==> config.mk <==
export PLATFORM = sky130hd
export DESIGN_NAME = intr_cache_util_engine
export DESIGN_NICKNAME = d
export VERILOG_FILES = /design/src/hw/icu_pkg.sv /design/src/hw/entry_id_store.sv /design/src/hw/fill_level_watch.sv /design/src/hw/intr_cache_util_engine.sv
export SDC_FILE = /design/constraint.sdc
export NUM_CORES = 1
export LEC_CHECK = 0
export BUFFER_PORTS_ARGS = -buffer_cell sky130_fd_sc_hd__buf_2
export CAP_MARGIN = 40
export CORE_ASPECT_RATIO = 0.6
export CORE_MARGIN = 4
export CORE_UTILIZATION = 59
export DETAILED_ROUTE_END_ITERATION = 12
export GPL_ROUTABILITY_DRIVEN = 0
export HOLD_SLACK_MARGIN = 0.02
export PLACE_DENSITY = 0.77
export REMOVE_ABC_BUFFERS = 1
export SLEW_MARGIN = 20
export SYNTH_ARGS = -nofsm -noshare
export SYNTH_HDL_FRONTEND = slang
export SYNTH_SLANG_ARGS = --single-unit
==> constraint.sdc <==
create_clock -name ref_clk_i -period 5.15 [get_ports ref_clk_i]
set_input_delay 1.03 -clock ref_clk_i [delete_from_list [all_inputs] [get_ports ref_clk_i]]
set_output_delay 1.03 -clock ref_clk_i [all_outputs]
set_load 0.02 [all_outputs]
==> src/hw/icu_pkg.sv <==
// Constants and types shared by the interrupt cache utilization engine files
`default_nettype none

package icu_pkg;

  // Cache geometry
  localparam int ENTRIES  = 16;
  localparam int IDX_W    = 4;
  localparam int ID_W     = 16;
  localparam int BANK_CAP = 8;
  localparam int THR_DEN  = 16;

  typedef logic [IDX_W-1:0] idx_t;
  typedef logic [ID_W-1:0]  entry_id_t;
  typedef logic [3:0]       occ_t;
  typedef logic [3:0]       thr_t;

  localparam idx_t LAST_IDX = 4'hf;

  // APB register map
  localparam int ADDR_W = 12;
  localparam logic [ADDR_W-1:0] CTRL_OFFSET   = 12'h000;
  localparam logic [ADDR_W-1:0] STATUS_OFFSET = 12'h004;

  // Control register fields
  localparam int MERGE_TRIG_BIT = 31;
  localparam int MERGE_EN_BIT   = 30;
  localparam int MERGE_THR_LSB  = 16;
  localparam int EVICT_TRIG_BIT = 15;
  localparam int EVICT_EN_BIT   = 14;
  localparam int EVICT_THR_LSB  = 0;
  localparam int MERGE_LANE     = 3;
  localparam int MERGE_THR_LANE = 2;
  localparam int EVICT_LANE     = 1;
  localparam int EVICT_THR_LANE = 0;

  // Control register reset values
  localparam logic EN_RST  = 1'b0;
  localparam thr_t THR_RST = 4'hc;

  // Status register fields
  localparam int STAT_MERGE_BUSY_BIT = 0;
  localparam int STAT_EVICT_BUSY_BIT = 1;
  localparam int STAT_OCC0_LSB       = 8;
  localparam int STAT_OCC1_LSB       = 16;

  // Engine states
  typedef enum logic [4:0] {
    M_IDLE = 5'h01,
    M_RDA  = 5'h02,
    M_LDA  = 5'h04,
    M_RDB  = 5'h08,
    M_CMP  = 5'h10
  } merge_state_t;

  typedef enum logic [1:0] {
    E_IDLE = 2'h1,
    E_SCAN = 2'h2
  } evict_state_t;

endpackage : icu_pkg

`default_nettype wire

==> src/hw/entry_id_store.sv <==
// Interrupt ID storage for the cache entries, registered read port
`timescale 1ns/1ns
`default_nettype none

module entry_id_store (
  // Clock and reset
  input  wire logic              ref_clk_i,
  input  wire logic              srst_i,
  // Write port
  input  wire logic              wr_en_i,
  input  wire icu_pkg::idx_t     wr_idx_i,
  input  wire icu_pkg::entry_id_t wr_id_i,
  // Read port
  input  wire logic              rd_en_i,
  input  wire icu_pkg::idx_t     rd_idx_i,
  output icu_pkg::entry_id_t     rd_id_o
);

  icu_pkg::entry_id_t mem [icu_pkg::ENTRIES];

  // Array write, no reset needed for storage
  always_ff @(posedge ref_clk_i) begin
    if (wr_en_i) begin
      mem[wr_idx_i] <= wr_id_i;
    end
  end

  // Registered read data
  always_ff @(posedge ref_clk_i) begin
    if (srst_i) begin
      rd_id_o <= '0;
    end else if (rd_en_i) begin
      rd_id_o <= mem[rd_idx_i];
    end
  end

endmodule // entry_id_store

`default_nettype wire

==> src/hw/fill_level_watch.sv <==
// Bank fill threshold detector, pulses when either bank reaches the fraction
`timescale 1ns/1ns
`default_nettype none

module fill_level_watch (
  // Clock and reset
  input  wire logic         ref_clk_i,
  input  wire logic         srst_i,
  // Bank occupancy and threshold
  input  wire icu_pkg::occ_t occ0_i,
  input  wire icu_pkg::occ_t occ1_i,
  input  wire icu_pkg::thr_t thr_i,
  // Rising edge of the reached condition
  output logic              reach_pulse_o
);

  logic reached;
  logic reached_prev;

  // Occupancy over capacity at least threshold over sixteen
  function automatic logic at_level(input icu_pkg::occ_t occ, input icu_pkg::thr_t thr);
    logic [8:0] lhs;
    logic [8:0] rhs;
    lhs = 9'(occ) * 9'(icu_pkg::THR_DEN);
    rhs = 9'(thr) * 9'(icu_pkg::BANK_CAP);
    return lhs >= rhs;
  endfunction

  assign reached = at_level(occ0_i, thr_i) || at_level(occ1_i, thr_i);

  // Edge memory so one crossing gives one trigger
  always_ff @(posedge ref_clk_i) begin
    if (srst_i) begin
      reached_prev <= 1'b0;
    end else begin
      reached_prev <= reached;
    end
  end

  assign reach_pulse_o = reached && !reached_prev;

endmodule // fill_level_watch

`default_nettype wire

==> src/hw/intr_cache_util_engine.sv <==
// Utilization engines and control register for the message interrupt cache
//
// Overview of operation
// Writing one to the merge trigger bit starts the engine that merges unserialized cached entries of equal ID.
// The merge trigger is ignored unless the merge enable bit is one.
// The merge enable bit is read-write, zero holds the engine off and one lets any trigger start it.
// The merge engine starts by itself when a bank fills to its four-bit threshold over sixteen.
// Writing one to the evict trigger bit starts the engine that evicts every disabled cached interrupt.
// The evict trigger does nothing unless the evict enable bit is one at the time of the write.
// The evict enable bit is read-write, zero holds that engine off and one lets any trigger start it.
// The evict engine starts by itself when a bank fills to its own four-bit threshold over sixteen.
// When the cache needs room for a new entry it picks a disabled entry as the victim first.
// Bits 29 to 20 and 13 to 4 of the control register are reserved and read as zero.
// Without message interrupt support the triggers and enables change nothing.
// The register acts only on this chip's caches and nothing of it leaves the chip.
// The two trigger bits are single-cycle pulses, never stored, and read back as zero.
//
// The APB interface to the registers and the address map were left to the implementer.
`timescale 1ns/1ns
`default_nettype none

module intr_cache_util_engine (
  // Clock and reset
  input  wire logic              ref_clk_i,
  input  wire logic              srst_i,
  // APB slave
  input  wire logic              psel_i,
  input  wire logic              penable_i,
  input  wire logic              pwrite_i,
  input  wire logic [icu_pkg::ADDR_W-1:0] paddr_i,
  input  wire logic [31:0]       pwdata_i,
  input  wire logic [3:0]        pstrb_i,
  output logic [31:0]            prdata_o,
  output logic                   pready_o,
  output logic                   pslverr_o,
  // Configuration strap
  input  wire logic              msg_intr_present_i,
  // Entry insertion
  input  wire logic              ins_valid_i,
  input  wire icu_pkg::entry_id_t ins_id_i,
  input  wire logic              ins_enabled_i,
  output logic                   ins_ready_o,
  // Entry updates
  input  wire logic              ser_valid_i,
  input  wire icu_pkg::idx_t     ser_idx_i,
  input  wire logic              en_valid_i,
  input  wire icu_pkg::idx_t     en_idx_i,
  input  wire logic              en_value_i,
  // Eviction report and engine status
  output logic                   evict_valid_o,
  output icu_pkg::idx_t          evict_idx_o,
  output logic                   merge_busy_o,
  output logic                   evict_busy_o
);

  // Control register state
  logic                  merge_en;
  icu_pkg::thr_t         merge_thr;
  logic                  evict_en;
  icu_pkg::thr_t         evict_thr;
  // Cache entry flags
  logic [icu_pkg::ENTRIES-1:0] valid;
  logic [icu_pkg::ENTRIES-1:0] enab;
  logic [icu_pkg::ENTRIES-1:0] ser;
  // Engines
  icu_pkg::merge_state_t m_state;
  icu_pkg::evict_state_t e_state;
  icu_pkg::idx_t         a_idx;
  icu_pkg::idx_t         b_idx;
  icu_pkg::idx_t         e_idx;
  icu_pkg::entry_id_t    a_id;
  icu_pkg::entry_id_t    rd_id;
  // Miscellaneous nets
  logic                  wr_ctrl;
  logic                  setup_rd;
  logic                  merge_man;
  logic                  merge_auto;
  logic                  merge_start;
  logic                  evict_man;
  logic                  evict_auto;
  logic                  evict_start;
  logic                  merge_reach;
  logic                  evict_reach;
  logic                  merge_kill;
  logic                  evict_kill;
  logic                  ins_fire;
  logic                  ins_replace;
  logic [icu_pkg::IDX_W:0] free_pick;
  logic [icu_pkg::IDX_W:0] dis_pick;
  icu_pkg::idx_t         victim;
  icu_pkg::occ_t         occ0;
  icu_pkg::occ_t         occ1;
  logic [31:0]           ctrl_view;
  logic [31:0]           status_view;

  // First zero bit of a vector, lowest index wins
  function automatic logic [icu_pkg::IDX_W:0] pick_first(input logic [icu_pkg::ENTRIES-1:0] vec);
    logic [icu_pkg::IDX_W:0] r;
    r = '0;
    for (int i = icu_pkg::ENTRIES - 1; i >= 0; i--) begin
      if (!vec[i]) begin
        r = {1'b1, icu_pkg::idx_t'(i)};
      end
    end
    return r;
  endfunction

  // Valid entries in one bank
  function automatic icu_pkg::occ_t bank_count(input logic [icu_pkg::ENTRIES-1:0] vec, input logic bank);
    icu_pkg::occ_t n;
    n = '0;
    for (int i = 0; i < icu_pkg::BANK_CAP; i++) begin
      n = n + icu_pkg::occ_t'(vec[(bank ? icu_pkg::BANK_CAP : 0) + i]);
    end
    return n;
  endfunction

  // APB decode; zero wait states
  assign pready_o = 1'b1;
  assign wr_ctrl  = psel_i && penable_i && pwrite_i && (paddr_i == icu_pkg::CTRL_OFFSET);
  assign setup_rd = psel_i && !penable_i;

  // Register read views, triggers and reserved bits give zero
  always_comb begin
    ctrl_view = '0;
    ctrl_view[icu_pkg::MERGE_EN_BIT] = merge_en;
    ctrl_view[icu_pkg::MERGE_THR_LSB +: 4] = merge_thr;
    ctrl_view[icu_pkg::EVICT_EN_BIT] = evict_en;
    ctrl_view[icu_pkg::EVICT_THR_LSB +: 4] = evict_thr;
    status_view = '0;
    status_view[icu_pkg::STAT_MERGE_BUSY_BIT] = merge_busy_o;
    status_view[icu_pkg::STAT_EVICT_BUSY_BIT] = evict_busy_o;
    status_view[icu_pkg::STAT_OCC0_LSB +: 4] = occ0;
    status_view[icu_pkg::STAT_OCC1_LSB +: 4] = occ1;
  end

  // Read data and error captured in the setup cycle
  always_ff @(posedge ref_clk_i) begin
    if (srst_i) begin
      prdata_o  <= '0;
      pslverr_o <= 1'b0;
    end else if (setup_rd) begin
      pslverr_o <= (paddr_i != icu_pkg::CTRL_OFFSET) && (paddr_i != icu_pkg::STATUS_OFFSET);
      if (pwrite_i) begin
        prdata_o <= '0;
      end else if (paddr_i == icu_pkg::CTRL_OFFSET) begin
        prdata_o <= ctrl_view;
      end else if (paddr_i == icu_pkg::STATUS_OFFSET) begin
        prdata_o <= status_view;
      end else begin
        prdata_o <= '0;
      end
    end
  end

  // Enable and threshold fields, byte lanes honoured
  always_ff @(posedge ref_clk_i) begin
    if (srst_i) begin
      merge_en  <= icu_pkg::EN_RST;
      merge_thr <= icu_pkg::THR_RST;
      evict_en  <= icu_pkg::EN_RST;
      evict_thr <= icu_pkg::THR_RST;
    end else if (wr_ctrl) begin
      if (pstrb_i[icu_pkg::MERGE_LANE]) begin
        merge_en <= pwdata_i[icu_pkg::MERGE_EN_BIT];
      end
      if (pstrb_i[icu_pkg::MERGE_THR_LANE]) begin
        merge_thr <= pwdata_i[icu_pkg::MERGE_THR_LSB +: 4];
      end
      if (pstrb_i[icu_pkg::EVICT_LANE]) begin
        evict_en <= pwdata_i[icu_pkg::EVICT_EN_BIT];
      end
      if (pstrb_i[icu_pkg::EVICT_THR_LANE]) begin
        evict_thr <= pwdata_i[icu_pkg::EVICT_THR_LSB +: 4];
      end
    end
  end

  // Trigger pulses, gated by the enable already held
  assign merge_man   = wr_ctrl && pstrb_i[icu_pkg::MERGE_LANE] && pwdata_i[icu_pkg::MERGE_TRIG_BIT];
  assign merge_auto  = merge_reach;
  assign merge_start = (merge_man || merge_auto) && merge_en && msg_intr_present_i
                       && (m_state == icu_pkg::M_IDLE);
  assign evict_man   = wr_ctrl && pstrb_i[icu_pkg::EVICT_LANE] && pwdata_i[icu_pkg::EVICT_TRIG_BIT];
  assign evict_auto  = evict_reach;
  assign evict_start = (evict_man || evict_auto) && evict_en && msg_intr_present_i
                       && (e_state == icu_pkg::E_IDLE);

  // Bank occupancy and threshold watchers
  assign occ0 = bank_count(valid, 1'b0);
  assign occ1 = bank_count(valid, 1'b1);

  fill_level_watch u_merge_watch (
    .ref_clk_i     (ref_clk_i),
    .srst_i        (srst_i),
    .occ0_i        (occ0),
    .occ1_i        (occ1),
    .thr_i         (merge_thr),
    .reach_pulse_o (merge_reach)
  );

  fill_level_watch u_evict_watch (
    .ref_clk_i     (ref_clk_i),
    .srst_i        (srst_i),
    .occ0_i        (occ0),
    .occ1_i        (occ1),
    .thr_i         (evict_thr),
    .reach_pulse_o (evict_reach)
  );

  // ID store, read only by the merge engine
  entry_id_store u_ids (
    .ref_clk_i (ref_clk_i),
    .srst_i    (srst_i),
    .wr_en_i   (ins_fire),
    .wr_idx_i  (victim),
    .wr_id_i   (ins_id_i),
    .rd_en_i   ((m_state == icu_pkg::M_RDA) || (m_state == icu_pkg::M_RDB)),
    .rd_idx_i  ((m_state == icu_pkg::M_RDA) ? a_idx : b_idx),
    .rd_id_o   (rd_id)
  );

  // Merge engine walk over entry pairs
  always_ff @(posedge ref_clk_i) begin
    if (srst_i) begin
      m_state <= icu_pkg::M_IDLE;
      a_idx   <= '0;
      b_idx   <= '0;
      a_id    <= '0;
    end else begin
      case (m_state)
        icu_pkg::M_IDLE: begin
          if (merge_start) begin
            m_state <= icu_pkg::M_RDA;
            a_idx   <= '0;
          end
        end
        icu_pkg::M_RDA: begin
          m_state <= icu_pkg::M_LDA;
        end
        icu_pkg::M_LDA: begin
          if (a_idx == icu_pkg::LAST_IDX) begin
            m_state <= icu_pkg::M_IDLE;
          end else if (valid[a_idx] && !ser[a_idx]) begin
            a_id    <= rd_id;
            b_idx   <= a_idx + 1'b1;
            m_state <= icu_pkg::M_RDB;
          end else begin
            a_idx   <= a_idx + 1'b1;
            m_state <= icu_pkg::M_RDA;
          end
        end
        icu_pkg::M_RDB: begin
          m_state <= icu_pkg::M_CMP;
        end
        icu_pkg::M_CMP: begin
          if (b_idx != icu_pkg::LAST_IDX) begin
            b_idx   <= b_idx + 1'b1;
            m_state <= icu_pkg::M_RDB;
          end else begin
            a_idx   <= a_idx + 1'b1;
            m_state <= icu_pkg::M_RDA;
          end
        end
        default: begin
          m_state <= icu_pkg::M_IDLE;
        end
      endcase
    end
  end

  // Second unserialized copy of the same ID folds into the first
  assign merge_kill = (m_state == icu_pkg::M_CMP) && valid[a_idx] && valid[b_idx]
                      && !ser[b_idx] && (rd_id == a_id);

  // Eviction engine, one entry per cycle
  always_ff @(posedge ref_clk_i) begin
    if (srst_i) begin
      e_state <= icu_pkg::E_IDLE;
      e_idx   <= '0;
    end else begin
      case (e_state)
        icu_pkg::E_IDLE: begin
          if (evict_start) begin
            e_state <= icu_pkg::E_SCAN;
            e_idx   <= '0;
          end
        end
        icu_pkg::E_SCAN: begin
          e_idx <= e_idx + 1'b1;
          if (e_idx == icu_pkg::LAST_IDX) begin
            e_state <= icu_pkg::E_IDLE;
          end
        end
        default: begin
          e_state <= icu_pkg::E_IDLE;
        end
      endcase
    end
  end

  assign evict_kill   = (e_state == icu_pkg::E_SCAN) && valid[e_idx] && !enab[e_idx];
  assign merge_busy_o = (m_state != icu_pkg::M_IDLE);
  assign evict_busy_o = (e_state != icu_pkg::E_IDLE);

  // Victim choice: free slot, else a disabled entry
  assign free_pick   = pick_first(valid);
  assign dis_pick    = pick_first(enab);
  assign victim      = free_pick[icu_pkg::IDX_W] ? free_pick[icu_pkg::IDX_W-1:0]
                                                 : dis_pick[icu_pkg::IDX_W-1:0];
  assign ins_ready_o = msg_intr_present_i && !merge_busy_o && !evict_busy_o
                       && (free_pick[icu_pkg::IDX_W] || dis_pick[icu_pkg::IDX_W]);
  assign ins_fire    = ins_valid_i && ins_ready_o;
  assign ins_replace = ins_fire && !free_pick[icu_pkg::IDX_W];

  // Entry valid flags
  always_ff @(posedge ref_clk_i) begin
    if (srst_i) begin
      valid <= '0;
    end else begin
      if (merge_kill) begin
        valid[b_idx] <= 1'b0;
      end
      if (evict_kill) begin
        valid[e_idx] <= 1'b0;
      end
      if (ins_fire) begin
        valid[victim] <= 1'b1;
      end
    end
  end

  // Entry enable flags
  always_ff @(posedge ref_clk_i) begin
    if (srst_i) begin
      enab <= '0;
    end else begin
      if (en_valid_i) begin
        enab[en_idx_i] <= en_value_i;
      end
      if (ins_fire) begin
        enab[victim] <= ins_enabled_i;
      end
    end
  end

  // Serialization flags, a new arrival wins over the insertion clear
  always_ff @(posedge ref_clk_i) begin
    if (srst_i) begin
      ser <= '0;
    end else begin
      if (ins_fire) begin
        ser[victim] <= 1'b0;
      end
      if (ser_valid_i) begin
        ser[ser_idx_i] <= 1'b1;
      end
    end
  end

  // Eviction report; nothing here is sent off chip
  always_ff @(posedge ref_clk_i) begin
    if (srst_i) begin
      evict_valid_o <= 1'b0;
      evict_idx_o   <= '0;
    end else begin
      evict_valid_o <= evict_kill || ins_replace;
      evict_idx_o   <= evict_kill ? e_idx : victim;
    end
  end
endmodule // intr_cache_util_engine

`default_nettype wire

==> results.md <==
* Outcome: completed
* Slew Viols, Final at 0
* Dpl hpwl at 35500 um
* Register area at 0.0103 sq mm
* DR WL/cell at 24.7 um
* Synth area leaders: edfxtp_1, dfxtp_1, a21oi_1
* Seq cells post-synth at 387
* IO buf count at 85
* Hold Path Sink: prdata_o[11]
* First-pass GRT wire length at 79300 um
* Post-synth top area cell: edfxtp_1
* Clock skew at 0.0199 ns
* Footprint of the multi-input gates at 0.00725 sq mm
* Post-layout minimum cycle time at 4.86 ns
* Number of fill cells at 2186
* RR Endpoint: a_idx[3]
* Final Hold Violating Endpoints at 0
* Leakage at 7.42 nW
* Grt ovf at 0
* Vias in the first global route at 13100
* CTS Buffer Depth at 3
* DRC at 0
* R2r worst-path depth at 15
* VDD IR max at 227 uV
* Placement Rows at 49
* TritonRoute pass-1 iters at 6
* Number of buffers created by CTS at 37
* Overall routing resource usage at 0.302
* Crit path capture type: register
* Power Dens Cells at 305 mW/mm^2
* Setup violators final at 0
* Number of antenna violations at the first check in global routing at 1
* Crit start category: register
* Antenna-violating nets left at 0
* Max Cap Violations at 0
* Initial drt markers at 1935
* WHS Path Cells at 2
* Pin count of the biggest net entering global routing at 57
* Die Height at 144 um
* Mapped cell area at 0.0183 sq mm
* Hold Path Origin: prdata_o[11]
* Syn Inst Count at 1596
* Part of the Yosys area used for sequential elements at 0.564
* CTS Root Cell: clkbuf_16
* Finished Core Util at 0.679
* Final TNS setup at 0 ns
* Yosys top cell area share at 0.421
* Hold buffers post-CTS at 0
* Final worst path period share at 0.943
* Ys Warns at 0
* Ys async rst share at 0
* Vias per Instance at 6.73
* Count of nets after finishing at 1795
* CTS tree: done
* Synth Area per Inst at 11.4 sq um
* Reg clk slew, reported paths at 0.06 ns
* Clock tree sinks at 387
* RSZ-0062 raised after global routing: false
* # resized after CTS at 0
* I/O pins at 125
* Worst relative slew slack at 0.387
* Die Footprint at 0.0339 sq mm
* Share of layout cells above drive strength 1 at 0.171
* Post-synth EDFFs at 256
* Worst min-delay path category: register to register
* Flop-to-flop setup slack at 0.29 ns
* Worst Setup Path Type: register to register
* Postcts setup bufs at 0
* Count leader, synth: edfxtp_1
* Area Overhead vs Synth at 12.3%
* CORE AREA at 0.0302 sq mm
* Fmax achieved at 0.206 GHz
* Crit Path Max Fanout at 4
* H-tree depth at 2
* Clock latency on the worst-skew pair at 0.54 ns
* Initial core utilization at 0.605
* Post-synth top cells: edfxtp_1, dfxtp_1, a21oi_1, o21ai_0, nand3_1
* Reg-to-reg startpoint: valid[8]
* Worst EP arrival at 5.27 ns
* Synth unique cells at 87
* Final WL at 52200 um
* Routed vias at 14200
* Die W at 235 um
* Least-Margin Pin Slew at 0.916 ns
* Dominant synthesized flop cell: edfxtp_1
* WP data required at 5.56 ns
flip-flops by register name, summed over array words and instances (netlist names), 5 cells and up:
register	count
a_id	16
u_ids.rd_id_o	16
m_state	5
valid	16
prdata_o	14
enab	16
ser	16
u_ids.mem	256
metal layers:
layer / wire [um] / global-route usage / part of all wire / vias up
met3: 8480 / 0.104 / 0.16 / 103
met1: 22100 / 0.465 / 0.42 / 6892
li1: - / - / - / 6193
met4: 936 / 0.0640 / 0.018 / 0
met2: 20700 / 0.413 / 0.40 / 1034
met5: 0 / 0 / 0 / -
worst max path at each step:
stage | from | end | slack, ns
global route | valid[8] | a_idx[3] | 0.19
detailed placement | valid[8] | a_idx[3] | 0.38
floorplan | valid[8] | a_idx[3] | 0.70
finish | valid[8] | a_idx[3] | 0.29
CTS | valid[8] | a_idx[3] | 0.37
global placement | valid[8] | a_idx[3] | 0.55
layout make-up:
class                      count  share of cell area
sequential                   387               0.502
multi-input combinational   1044               0.353
clock buffer                  52              0.0515
timing repair buffer         141              0.0501
tap                          408              0.0249
inverter                      66              0.0121
clock inverter                15             0.00585
antenna                        1            0.000122
cell families (layout without fill, tap and decap cells):
kind of cell,Yosys count,in the layout,synth area share
compound gates,422,422,0.149
xor+xnor,23,23,0.0110
fa+ha+maj,35,35,0.0273
buf+inv,182,274,0.0440
flops,387,387,0.564
mux,131,131,0.0859
other cells,2,20,0.000411
simple gates,414,414,0.118
critical path: stages, from the launching register on:
cell and delay, ns:
dfxtp_1 0.33, inv_1 0.08, fa_1 0.56, fa_1 0.47, fa_1 0.50, inv_1 0.04
ha_1 0.19, fa_1 0.38, xor2_1 0.34, ha_1 0.30, a21boi_0 0.13, a2111oi_0 0.55
buf_4 0.21, o221ai_1 0.13, and3_1 0.24, mux2_2 0.28
stage by stage:
stage	power, mW	std cells	hold WS (ns)	setup WS [ns]	cell area, sq um
5_1_grt	6.43	2114	0.486	0.187	20500
3_5_place_dp	3.64	2037	0.447	0.383	19200
6_report	6.26	2114	0.452	0.292	20500
4_1_cts	6.29	2104	0.455	0.375	20400
2_1_floorplan	3.51	1497	0.443	0.698	17800
3_3_place_gp	3.63	2022	0.442	0.545	19000
power breakdown:
group	switching, mW	internal [mW]
Sequential	0.0161	3.32
Combinational	0.168	0.0739
Clock	1.18	1.50
cell usage in the layout, fill, tap and decap left out, types with 12 or more instances in the layout:
cell type and instances:
xnor2_1 19, mux2_2 41, nor3_1 14, mux2i_1 53, nand4_1 30, mux4_2 14
a31oi_1 31, o21ai_0 107, mux2_1 22, a221oi_1 16, conb_1 19, nand2_1 72
dfxtp_1 131, nand3_1 95, nand3b_1 15, ha_1 27, o211ai_1 18, edfxtp_1 256
buf_2 85, a2111oi_0 18, nor2_1 92, buf_4 35, inv_1 63, nor2b_1 14
o21a_1 19, and3_1 12, clkbuf_16 39, a21oi_1 116, nand2b_1 19, buf_8 12
(Power assumes the default switching activity.)
